### src/gdio_port_map.svh
// Register offsets, field positions and reset values of the digital I/O port.
`ifndef GDIO_PORT_MAP_SVH
`define GDIO_PORT_MAP_SVH

// Byte addresses of the port-wide register locations.
`define GDIO_OFF_DIR      8'h00
`define GDIO_OFF_OUT      8'h04
`define GDIO_OFF_PULLUP   8'h08
`define GDIO_OFF_SAMPLE   8'h0c
`define GDIO_OFF_CTRL     8'h10
`define GDIO_OFF_STATUS   8'h14

// Field positions.
`define GDIO_CTRL_BBM_BIT        0
`define GDIO_STAT_CLAMP_BIT      0
`define GDIO_STAT_DRIVE_LSB      8

// Reset values of the software-written fields.
`define GDIO_DIR_RST      8'h00
`define GDIO_OUT_RST      8'h00
`define GDIO_PULLUP_RST   8'h00
`define GDIO_BBM_RST      1'b0

// Number of whole cycles a pin stays released when break-before-make applies.
`define GDIO_BBM_GAP_CYCLES 1

// Largest pin count one port location can hold.
`define GDIO_MAX_PINS     8

`endif

### src/gdio_port_pkg.sv
// Types shared by the digital I/O port modules.
package gdio_port_pkg;

  // Bus slave states, one-hot.
  typedef enum logic [2:0] {
    BUS_IDLE   = 3'b001,
    BUS_ANSWER = 3'b010,
    BUS_DONE   = 3'b100
  } bus_state_t;

  typedef logic [7:0] port_word_t;

endpackage

### src/gdio_in_if.sv
// Carrier between the port core and its input synchroniser.
`timescale 1ns/1ps
interface gdio_in_if #(
  parameter int N_PINS = 8
);
  logic [N_PINS-1:0] pin_level;
  logic              clamp_req;
  logic [N_PINS-1:0] clamp_keep;
  logic [N_PINS-1:0] sample;

  modport core (
    output pin_level,
    output clamp_req,
    output clamp_keep,
    input  sample
  );

  modport sync (
    input  pin_level,
    input  clamp_req,
    input  clamp_keep,
    output sample
  );
endinterface

### src/gdio_in_sync.sv
// Input clamp and two-stage pin synchroniser of the digital I/O port.
`timescale 1ns/1ps
module gdio_in_sync
  import gdio_port_pkg::*;
#(
  parameter int N_PINS = 8
) (
  // Clock and reset
  input  wire logic i_clk_sys,
  input  wire logic i_sys_rst,
  // Link to the port core
  gdio_in_if.sync   io_in
);

  logic [N_PINS-1:0] clamped;
  logic [N_PINS-1:0] catch_lo;
  logic [N_PINS-1:0] sample_r;

  genvar g;
  generate
    for (g = 0; g < N_PINS; g++) begin : g_pin
      // The clamp sits ahead of the first stage, so a floating pin never toggles it while clamped.
      assign clamped[g] = io_in.pin_level[g] & ~(io_in.clamp_req & ~io_in.clamp_keep[g]);

      // First stage closes on the falling edge, like a latch open while the clock is high.
      always_ff @(negedge i_clk_sys) begin
        catch_lo[g] <= clamped[g];
      end

      always_ff @(posedge i_clk_sys) begin
        if (i_sys_rst) begin
          sample_r[g] <= 1'b0;
        end else begin
          sample_r[g] <= catch_lo[g];
        end
      end
    end
  endgenerate

  assign io_in.sample = sample_r;

endmodule

### src/gdio_port.sv
// General-purpose digital I/O port with APB register access.
//
// Function
// - Each pin has direction, output value, pull-up and input sample bits.
// - Direction one makes the pin an output, zero an input.
// - An output pin drives its output value bit onto the pin.
// - Pull-up bit one turns the pull-up on; input without pull-up floats.
// - Pull-up works regardless of direction, also on a driven output.
// - Reset releases every pin at once, even without a clock.
// - Writing one to the input sample location toggles the output bit.
// - With break-before-make, input to output waits one released cycle.
// - One enable bit selects break-before-make for the whole port.
// - Output to input releases the pin without extra delay.
// - Pin level reads through a two-stage synchroniser whatever the direction.
// - First stage captures at falling edge, sample loads at next rising edge.
// - Sleep controller clamps digital inputs to ground in deep sleep.
// - Pins with enabled external interrupt or alternate function stay unclamped.
// - Clamp release on a high pin appears as a change to interrupt logic.
// - Inputs stay unclamped in reset, active and idle; reset disables pull-ups.
// - Sample bits are read-only, a write there toggles output bits; the other three are read-write.
`timescale 1ns/1ps
`include "gdio_port_map.svh"
module gdio_port
  import gdio_port_pkg::*;
#(
  parameter int N_PINS = 8
) (
  // Clock and reset
  input  wire logic              i_clk_sys,
  input  wire logic              i_sys_rst,
  // APB slave
  input  wire logic              i_psel,
  input  wire logic              i_penable,
  input  wire logic              i_pwrite,
  input  wire logic [7:0]        i_paddr,
  input  wire logic [31:0]       i_pwdata,
  input  wire logic [3:0]        i_pstrb,
  output logic      [31:0]       o_prdata,
  output logic                   o_pready,
  output logic                   o_pslverr,
  // Pins
  input  wire logic [N_PINS-1:0] i_pin_level,
  output logic      [N_PINS-1:0] o_pin_out,
  output logic      [N_PINS-1:0] o_pin_oe_n,
  output logic      [N_PINS-1:0] o_pullup_en,
  // Sleep controller and interrupt side
  input  wire logic              i_sleep_clamp,
  input  wire logic [N_PINS-1:0] i_ext_int_en,
  input  wire logic [N_PINS-1:0] i_alt_input_keep,
  output logic      [N_PINS-1:0] o_pin_sample
);

  generate
    if (N_PINS < 1 || N_PINS > `GDIO_MAX_PINS) begin : g_bad_width
      $error("gdio_port: N_PINS must lie between 1 and 8");
    end
  endgenerate

  localparam logic [N_PINS-1:0] DIR_RST    = N_PINS'(`GDIO_DIR_RST);
  localparam logic [N_PINS-1:0] OUT_RST    = N_PINS'(`GDIO_OUT_RST);
  localparam logic [N_PINS-1:0] PULLUP_RST = N_PINS'(`GDIO_PULLUP_RST);

  // Software-visible state.
  logic [N_PINS-1:0] dir_r;
  logic [N_PINS-1:0] out_r;
  logic [N_PINS-1:0] pullup_r;
  logic              bbm_r;
  // Direction as seen one cycle earlier, for break-before-make.
  logic [N_PINS-1:0] dir_prev_r;

  // Bus slave state.
  bus_state_t        bus_state_r;
  bus_state_t        bus_state_nxt;
  logic [31:0]       rdata_nxt;
  logic              addr_bad;
  logic              wr_fire;
  logic              wr_lane0;
  logic [N_PINS-1:0] wr_bits;

  // Input side.
  logic              clamp_eff;
  logic [N_PINS-1:0] sample_w;
  logic [N_PINS-1:0] drive_nxt;

  gdio_in_if #(.N_PINS(N_PINS)) in_link ();

  // Digital inputs are never clamped while reset is asserted.
  assign clamp_eff = i_sleep_clamp & ~i_sys_rst;

  assign in_link.pin_level  = i_pin_level;
  assign in_link.clamp_req  = clamp_eff;
  // External interrupt enables and other alternate functions keep the input alive.
  assign in_link.clamp_keep = i_ext_int_en | i_alt_input_keep;
  assign sample_w           = in_link.sample;

  gdio_in_sync #(
    .N_PINS (N_PINS)
  ) u_in_sync (
    .i_clk_sys (i_clk_sys),
    .i_sys_rst (i_sys_rst),
    .io_in     (in_link.sync)
  );

  // ---------------------------------------------------------------------
  // APB slave. Every access takes two wait states: pready rises in the
  // third access cycle, so prdata and pslverr can both come from flops.
  // ---------------------------------------------------------------------

  always_comb begin
    bus_state_nxt = bus_state_r;
    case (bus_state_r)
      BUS_IDLE: begin
        if (i_psel && i_penable) begin
          bus_state_nxt = BUS_ANSWER;
        end
      end
      BUS_ANSWER: begin
        bus_state_nxt = BUS_DONE;
      end
      BUS_DONE: begin
        bus_state_nxt = BUS_IDLE;
      end
      default: begin
        bus_state_nxt = BUS_IDLE;
      end
    endcase
  end

  always_ff @(posedge i_clk_sys) begin
    if (i_sys_rst) begin
      bus_state_r <= BUS_IDLE;
    end else begin
      bus_state_r <= bus_state_nxt;
    end
  end

  always_comb begin
    case (i_paddr)
      `GDIO_OFF_DIR,
      `GDIO_OFF_OUT,
      `GDIO_OFF_PULLUP,
      `GDIO_OFF_SAMPLE,
      `GDIO_OFF_CTRL,
      `GDIO_OFF_STATUS: addr_bad = 1'b0;
      default:          addr_bad = 1'b1;
    endcase
  end

  // Read data is gathered in the cycle before pready rises.
  always_comb begin
    rdata_nxt = 32'h0000_0000;
    case (i_paddr)
      `GDIO_OFF_DIR:    rdata_nxt[N_PINS-1:0] = dir_r;
      `GDIO_OFF_OUT:    rdata_nxt[N_PINS-1:0] = out_r;
      `GDIO_OFF_PULLUP: rdata_nxt[N_PINS-1:0] = pullup_r;
      `GDIO_OFF_SAMPLE: rdata_nxt[N_PINS-1:0] = sample_w;
      `GDIO_OFF_CTRL:   rdata_nxt[`GDIO_CTRL_BBM_BIT] = bbm_r;
      `GDIO_OFF_STATUS: begin
        rdata_nxt[`GDIO_STAT_CLAMP_BIT] = clamp_eff;
        rdata_nxt[`GDIO_STAT_DRIVE_LSB +: N_PINS] = ~o_pin_oe_n;
      end
      default:          rdata_nxt = 32'h0000_0000;
    endcase
  end

  always_ff @(posedge i_clk_sys) begin
    if (i_sys_rst) begin
      o_prdata  <= 32'h0000_0000;
      o_pready  <= 1'b0;
      o_pslverr <= 1'b0;
    end else begin
      o_pready  <= (bus_state_r == BUS_ANSWER);
      o_pslverr <= (bus_state_r == BUS_ANSWER) & addr_bad;
      if (bus_state_r == BUS_ANSWER && !i_pwrite) begin
        o_prdata <= rdata_nxt;
      end else if (bus_state_r == BUS_DONE) begin
        o_prdata <= 32'h0000_0000;
      end
    end
  end

  // A write lands at the edge where the master sees pready high.
  assign wr_fire  = (bus_state_r == BUS_DONE) & i_psel & i_penable & i_pwrite & ~addr_bad;
  assign wr_lane0 = wr_fire & i_pstrb[0];
  assign wr_bits  = i_pwdata[N_PINS-1:0];

  // ---------------------------------------------------------------------
  // Port registers, one process per register.
  // ---------------------------------------------------------------------

  always_ff @(posedge i_clk_sys) begin
    if (i_sys_rst) begin
      dir_r <= DIR_RST;
    end else if (wr_lane0 && i_paddr == `GDIO_OFF_DIR) begin
      dir_r <= wr_bits;
    end
  end

  // Ones written to the sample location flip the output bits; the sample
  // itself cannot be written, so the toggle is that location's only write.
  always_ff @(posedge i_clk_sys) begin
    if (i_sys_rst) begin
      out_r <= OUT_RST;
    end else if (wr_lane0 && i_paddr == `GDIO_OFF_OUT) begin
      out_r <= wr_bits;
    end else if (wr_lane0 && i_paddr == `GDIO_OFF_SAMPLE) begin
      out_r <= out_r ^ wr_bits;
    end
  end

  always_ff @(posedge i_clk_sys) begin
    if (i_sys_rst) begin
      pullup_r <= PULLUP_RST;
    end else if (wr_lane0 && i_paddr == `GDIO_OFF_PULLUP) begin
      pullup_r <= wr_bits;
    end
  end

  always_ff @(posedge i_clk_sys) begin
    if (i_sys_rst) begin
      bbm_r <= `GDIO_BBM_RST;
    end else if (wr_lane0 && i_paddr == `GDIO_OFF_CTRL) begin
      bbm_r <= i_pwdata[`GDIO_CTRL_BBM_BIT];
    end
  end

  always_ff @(posedge i_clk_sys) begin
    if (i_sys_rst) begin
      dir_prev_r <= DIR_RST;
    end else begin
      dir_prev_r <= dir_r;
    end
  end

  // ---------------------------------------------------------------------
  // Pin drivers. These flops clear without the clock, so the pins let go
  // as soon as reset rises even if the clock has stopped.
  // ---------------------------------------------------------------------

  // A pin that just turned to output is held off for one more cycle when
  // break-before-make is on; turning to input needs no such gap.
  always_comb begin
    drive_nxt = dir_r & ~(dir_r & ~dir_prev_r & {N_PINS{bbm_r}});
  end

  always_ff @(posedge i_clk_sys or posedge i_sys_rst) begin
    if (i_sys_rst) begin
      o_pin_oe_n <= {N_PINS{1'b1}};
    end else begin
      o_pin_oe_n <= ~drive_nxt;
    end
  end

  always_ff @(posedge i_clk_sys or posedge i_sys_rst) begin
    if (i_sys_rst) begin
      o_pin_out <= {N_PINS{1'b0}};
    end else begin
      o_pin_out <= out_r;
    end
  end

  // Pull-ups follow their bits whatever the direction and are off in reset.
  always_ff @(posedge i_clk_sys or posedge i_sys_rst) begin
    if (i_sys_rst) begin
      o_pullup_en <= {N_PINS{1'b0}};
    end else begin
      o_pullup_en <= pullup_r;
    end
  end

  // The interrupt side watches the synchronised level, so releasing the
  // clamp on a high pin shows up there as a rising change.
  always_ff @(posedge i_clk_sys) begin
    if (i_sys_rst) begin
      o_pin_sample <= {N_PINS{1'b0}};
    end else begin
      o_pin_sample <= sample_w;
    end
  end

endmodule

### config.mk
export PLATFORM = sky130hd
export DESIGN_NAME = gdio_port
export DESIGN_NICKNAME = d
export VERILOG_FILES = /design/src/gdio_port_pkg.sv /design/src/gdio_in_if.sv /design/src/gdio_in_sync.sv /design/src/gdio_port.sv
export VERILOG_INCLUDE_DIRS = /design/src
export SDC_FILE = /design/constraint.sdc
export NUM_CORES = 1
export LEC_CHECK = 0
export BUFFER_PORTS_ARGS = -buffer_cell sky130_fd_sc_hd__buf_2
export CAP_MARGIN = 5
export CORE_ASPECT_RATIO = 1.4
export CORE_MARGIN = 2
export CORE_UTILIZATION = 49
export DETAILED_ROUTE_END_ITERATION = 10
export GPL_TIMING_DRIVEN = 0
export PLACE_DENSITY_LB_ADDON = 0.05
export SYNTH_ARGS = -nofsm -noshare
export SYNTH_HDL_FRONTEND = slang
export SYNTH_HIERARCHICAL = 1
export SYNTH_SLANG_ARGS = --single-unit
### constraint.sdc
create_clock -name i_clk_sys -period 1.8 [get_ports i_clk_sys]
set_input_delay 0.18 -clock i_clk_sys [delete_from_list [all_inputs] [get_ports i_clk_sys]]
set_output_delay 0.18 -clock i_clk_sys [all_outputs]
set_load 0.01 [all_outputs]
Word level (Yosys, flattened, before mapping)
Cells that the tools add are included.

Equality and inequality tests: 9. Mux-type cells: 10. Bitwise operators: 49. Reductions and logical operators: 12.

Operators by type and width (number): $mux W16 (2); $not A8 Y8 (4); $pmux W7 S4 (1); $and A8 B8 Y8 (3); $mux W8 (3); $and A1 B1 Y1 (23); $not A1 Y1 (17); $eq A8 B4 Y1 const B (2); $eq A8 B5 Y1 const B (2); $eq A8 B3 Y1 const B (1); $logic_not A8 Y1 (1); $or A8 B8 Y8 (1); $xor A8 B8 Y8 (1); $logic_and A1 B1 Y1 (7); $pmux W1 S6 (1); $pmux W3 S2 (1); $reduce_or A6 Y1 (1); $reduce_bool A2 Y1 (2); $eq A3 B1 Y1 const B (1); $eq A3 B2 Y1 const B (1); $eq A3 B3 Y1 const B (1); $mux W3 (1); $ne A2 B2 Y1 const B (1); $logic_not A1 Y1 (1); $mux W1 (1).

Bits in registers: 102. Bits of input ports: 74. Logic and storage cells: 109.

Depth between registers and ports, before layout
Word-level depth: 9. Mapped depth: 6. Gate-level depth less buffers: 4.

Cells and area by module
Netlist, hierarchy kept.

By module, submodules not included: gdio_port (times used 1, cells an instance 311, area each 3348.2 um2, sequential area each 1851.8 um2); gdio_in_sync (times used 1, cells an instance 41, area each 464.2 um2, sequential area each 320.3 um2).

==> flow_summary.json <==
{
  "status": "complete, no violations",
  "rsz0062_at_grt": "true",
  "ir_drop_mv": 0.5433,
  "h-tree-depth": 3,
  "grtUsageTotal_pct": 20.34,
  "layout_commonest_cell": "buf_2",
  "worst_pin_slew_ns": 0.5843,
  "finalHoldViolCount": 0,
  "syn_area_per_cell_um2": 10.83,
  "period_minus_slack_ns": 1.743,
  "synth_seq_cells": 102,
  "drc_errors": 0,
  "critical_path_required_ns": 2.03,
  "ctsRootBufferMaster": "clkbuf_8",
  "rows": 38,
  "cp-start-kind": "flop",
  "syn-cell-area_mm2": 0.003812,
  "grt_max_degree": 34,
  "syn-instance-count": 352,
  "switchingPower_uw": 909.8,
  "num_io_pins": 140,
  "hp-class": "input port to flop",
  "crit_fanout": 8,
  "placed_cells": 562,
  "n_antenna_cell": 0,
  "layout-drive-gt1-share_pct": 34.08,
  "cts.clk_slew.worst_paths_ns": 0.08,
  "drt_iter0_drc": 135,
  "finalNonFillerCells": 593,
  "worstSetupPathType": "flop to flop",
  "start_util_pct": 49.80,
  "ant_nets": 0,
  "cap_violations": 0,
  "portBuffers": 95,
  "setup_viol": 0,
  "cts_tree": "yes",
  "final_cell_mix": "buf_2 (97), dfxtp_1 (76), nand2_1 (28), inv_1 (27), nor2b_1 (26)",
  "layout.nets": 562,
  "vias_per_cell": 4.897,
  "p_seq_share_pct": 55.9,
  "ys_seq_area_share_pct": 56.97,
  "min_period_over_period_pct": 96.83,
  "clk_latency_ns": 0.40,
  "post_drt_wl_per_cell_um": 13.88,
  "die_area_mm2": 0.008512,
  "antenna_found_initial": 0,
  "drtPass1Iterations": 4,
  "dieHeight_um": 108.4,
  "critPathCaptureType": "flop",
  "clk_path_buf_depth": 2,
  "clock_skew_ns": 0.03612,
  "drv_slew": 0,
  "fmax_mhz": 573.7,
  "combPwrFrac_pct": 6.6,
  "clkPwrFrac_pct": 37.5,
  "power_density_mw_per_mm2": 858.5,
  "nFillCells": 678,
  "synth_top_flop_cell": "dfxtp_1",
  "relSlewSlack_pct": 61.05,
  "sw_frac_of_total_pct": 22.06,
  "power_leakage_uw": 0.002453,
  "synth_cell_types": 40,
  "synth_warnings": 6,
  "cp.arrival_ns": 1.97,
  "vias": 2904,
  "cts_made_buffers": 9,
  "grt_pass1_vias": 2802,
  "finalHoldWorstSlack_ns": 0.1130,
  "intPower_uw": 3214,
  "wl_um": 8229,
  "place_congestion": 0.8460,
  "area_growth_pct": 25.99,
  "grt_pass1_wl_um": 13070,
  "fp.dieW_um": 78.55,
  "overflow": 0,
  "synth_edf_count": 0,
  "dpl.hpwl_um": 5940,
  "reg2reg_slack_ns": 0.06,
  "clock-sinks": 102,
  "async_flop_share_pct": 23.53,
  "fp.coreArea_mm2": 0.007655
}
[synth_stat cells, types with 7 or more instances]
library cell	count	area [um2]
inv_1	20	75.07
o21ai_1	8	40.04
o21ai_0	8	40.04
a21boi_1	7	52.55
nand3_1	7	35.03
clkbuf_1	11	41.29
or2_2	8	50.05
dfrtp_1	16	400.4
nand3b_1	17	127.6
dfxtp_1	78	1562
nand2_1	28	105.1
nor2b_1	27	168.9
buf_4	16	120.1
o2bb2ai_1	8	70.07
a31oi_1	8	50.05
a2bb2oi_1	7	61.31
dfstp_2	8	210.2
mux2i_1	25	250.2
a21o_1	7	52.55
a21boi_0	8	60.06
[critical path, cell delays in order, from the launching register on]
cell and delay, ns:
dfxtp_2 0.34, nand4b_1 0.22, buf_4 0.17, nor4_2 0.27
nand2_1 0.38, mux2i_1 0.22
[area by class of cell]
| class | count | area (um2) | share of cell area, % |
|---|---|---|---|
| clock buffers | 10 | 127.6 | 2.657 |
| multi-input cells | 215 | 1476 | 30.74 |
| repair buffers | 103 | 535.5 | 11.15 |
| well taps | 100 | 125.1 | 2.605 |
| plain buffers | 29 | 178.9 | 3.725 |
| clock inverters | 14 | 110.1 | 2.292 |
| flip-flops and latches | 102 | 2175 | 45.27 |
| inverters | 20 | 75.07 | 1.563 |
[per-layer routing]
layer / track usage, % / share of wire [%]
met5: 0 / 0
met3: 5.509 / 6.1
met2: 35.10 / 50
met4: 9.398 / 2.8
met1: 23.35 / 41
[through the flow]
stage	cell area [um2]	TNS [ns]	util [%]	setup WS [ns]	total power, uW
floorplan	3869	0	-	0.07043	2542
global placement	4469	-23.59	58.39	-0.7381	2644
detailed placement	4471	-9.705	58.40	-0.4482	2650
CTS	4747	0	62.01	0.02225	4170
global route	4803	-1.335	62.75	-0.1140	4343
finish	4803	0	62.75	0.05699	4124
[sequential cells by signal, indices dropped and copies added (netlist names), 3 cells and up]
name	flops
bus_state_r	3
dir_prev_r	8
dir_r	8
o_pin_oe_n	8
o_pin_out	8
o_pin_sample	8
o_prdata	16
o_pullup_en	8
out_r	8
pullup_r	8
u_in_sync/catch_lo	8
u_in_sync/io_in.sample	8
[power by group through the flow]
stage / logic (uW) / registers, uW / clock network, uW
after floorplan: 155 / 2360 / 30.9
after global placement: 259 / 2350 / 30.9
after CTS: 269 / 2310 / 1590
after detailed placement: 265 / 2350 / 30.9
after global routing: 302 / 2310 / 1730
final: 272 / 2310 / 1540
[cell families after synthesis]
kind of cell | after synthesis | synth area share [%]
compound gates | 64 | 11.72
buf+inv | 50 | 6.564
flops | 102 | 56.97
mux | 27 | 7.549
other cells | 1 | 0.09836
simple gates | 108 | 17.10
[timing repair]
item	CTS	global route
resized for setup	3	11
hold buffers	0	0
pin swaps	1	3
setup endpoints to repair	31	44
setup buffers	4	4
[final timing paths]
check / from / endpoint / depth (start not counted)
worst max-delay path: bus_state_r[0]$_SDFFE_PP1P_ / pullup_r[6]$_SDFFE_PP0P_ / 5
worst min-delay path: i_paddr[4] / o_pslverr$_SDFF_PP0_ / 3
max in group asynchronous: i_sys_rst / o_pin_oe_n[6]$_DFF_PP1_ / 4
worst min register to register: dir_prev_r[3]$_SDFF_PP0_ / o_pin_oe_n[3]$_DFF_PP1_ / 1
min in group asynchronous: i_sys_rst / o_pin_out[7]$_DFF_PP0_ / 4
worst max register to register: bus_state_r[0]$_SDFFE_PP1P_ / pullup_r[6]$_SDFFE_PP0P_ / 5
Note: power is estimated with default switching activity, not from simulation.
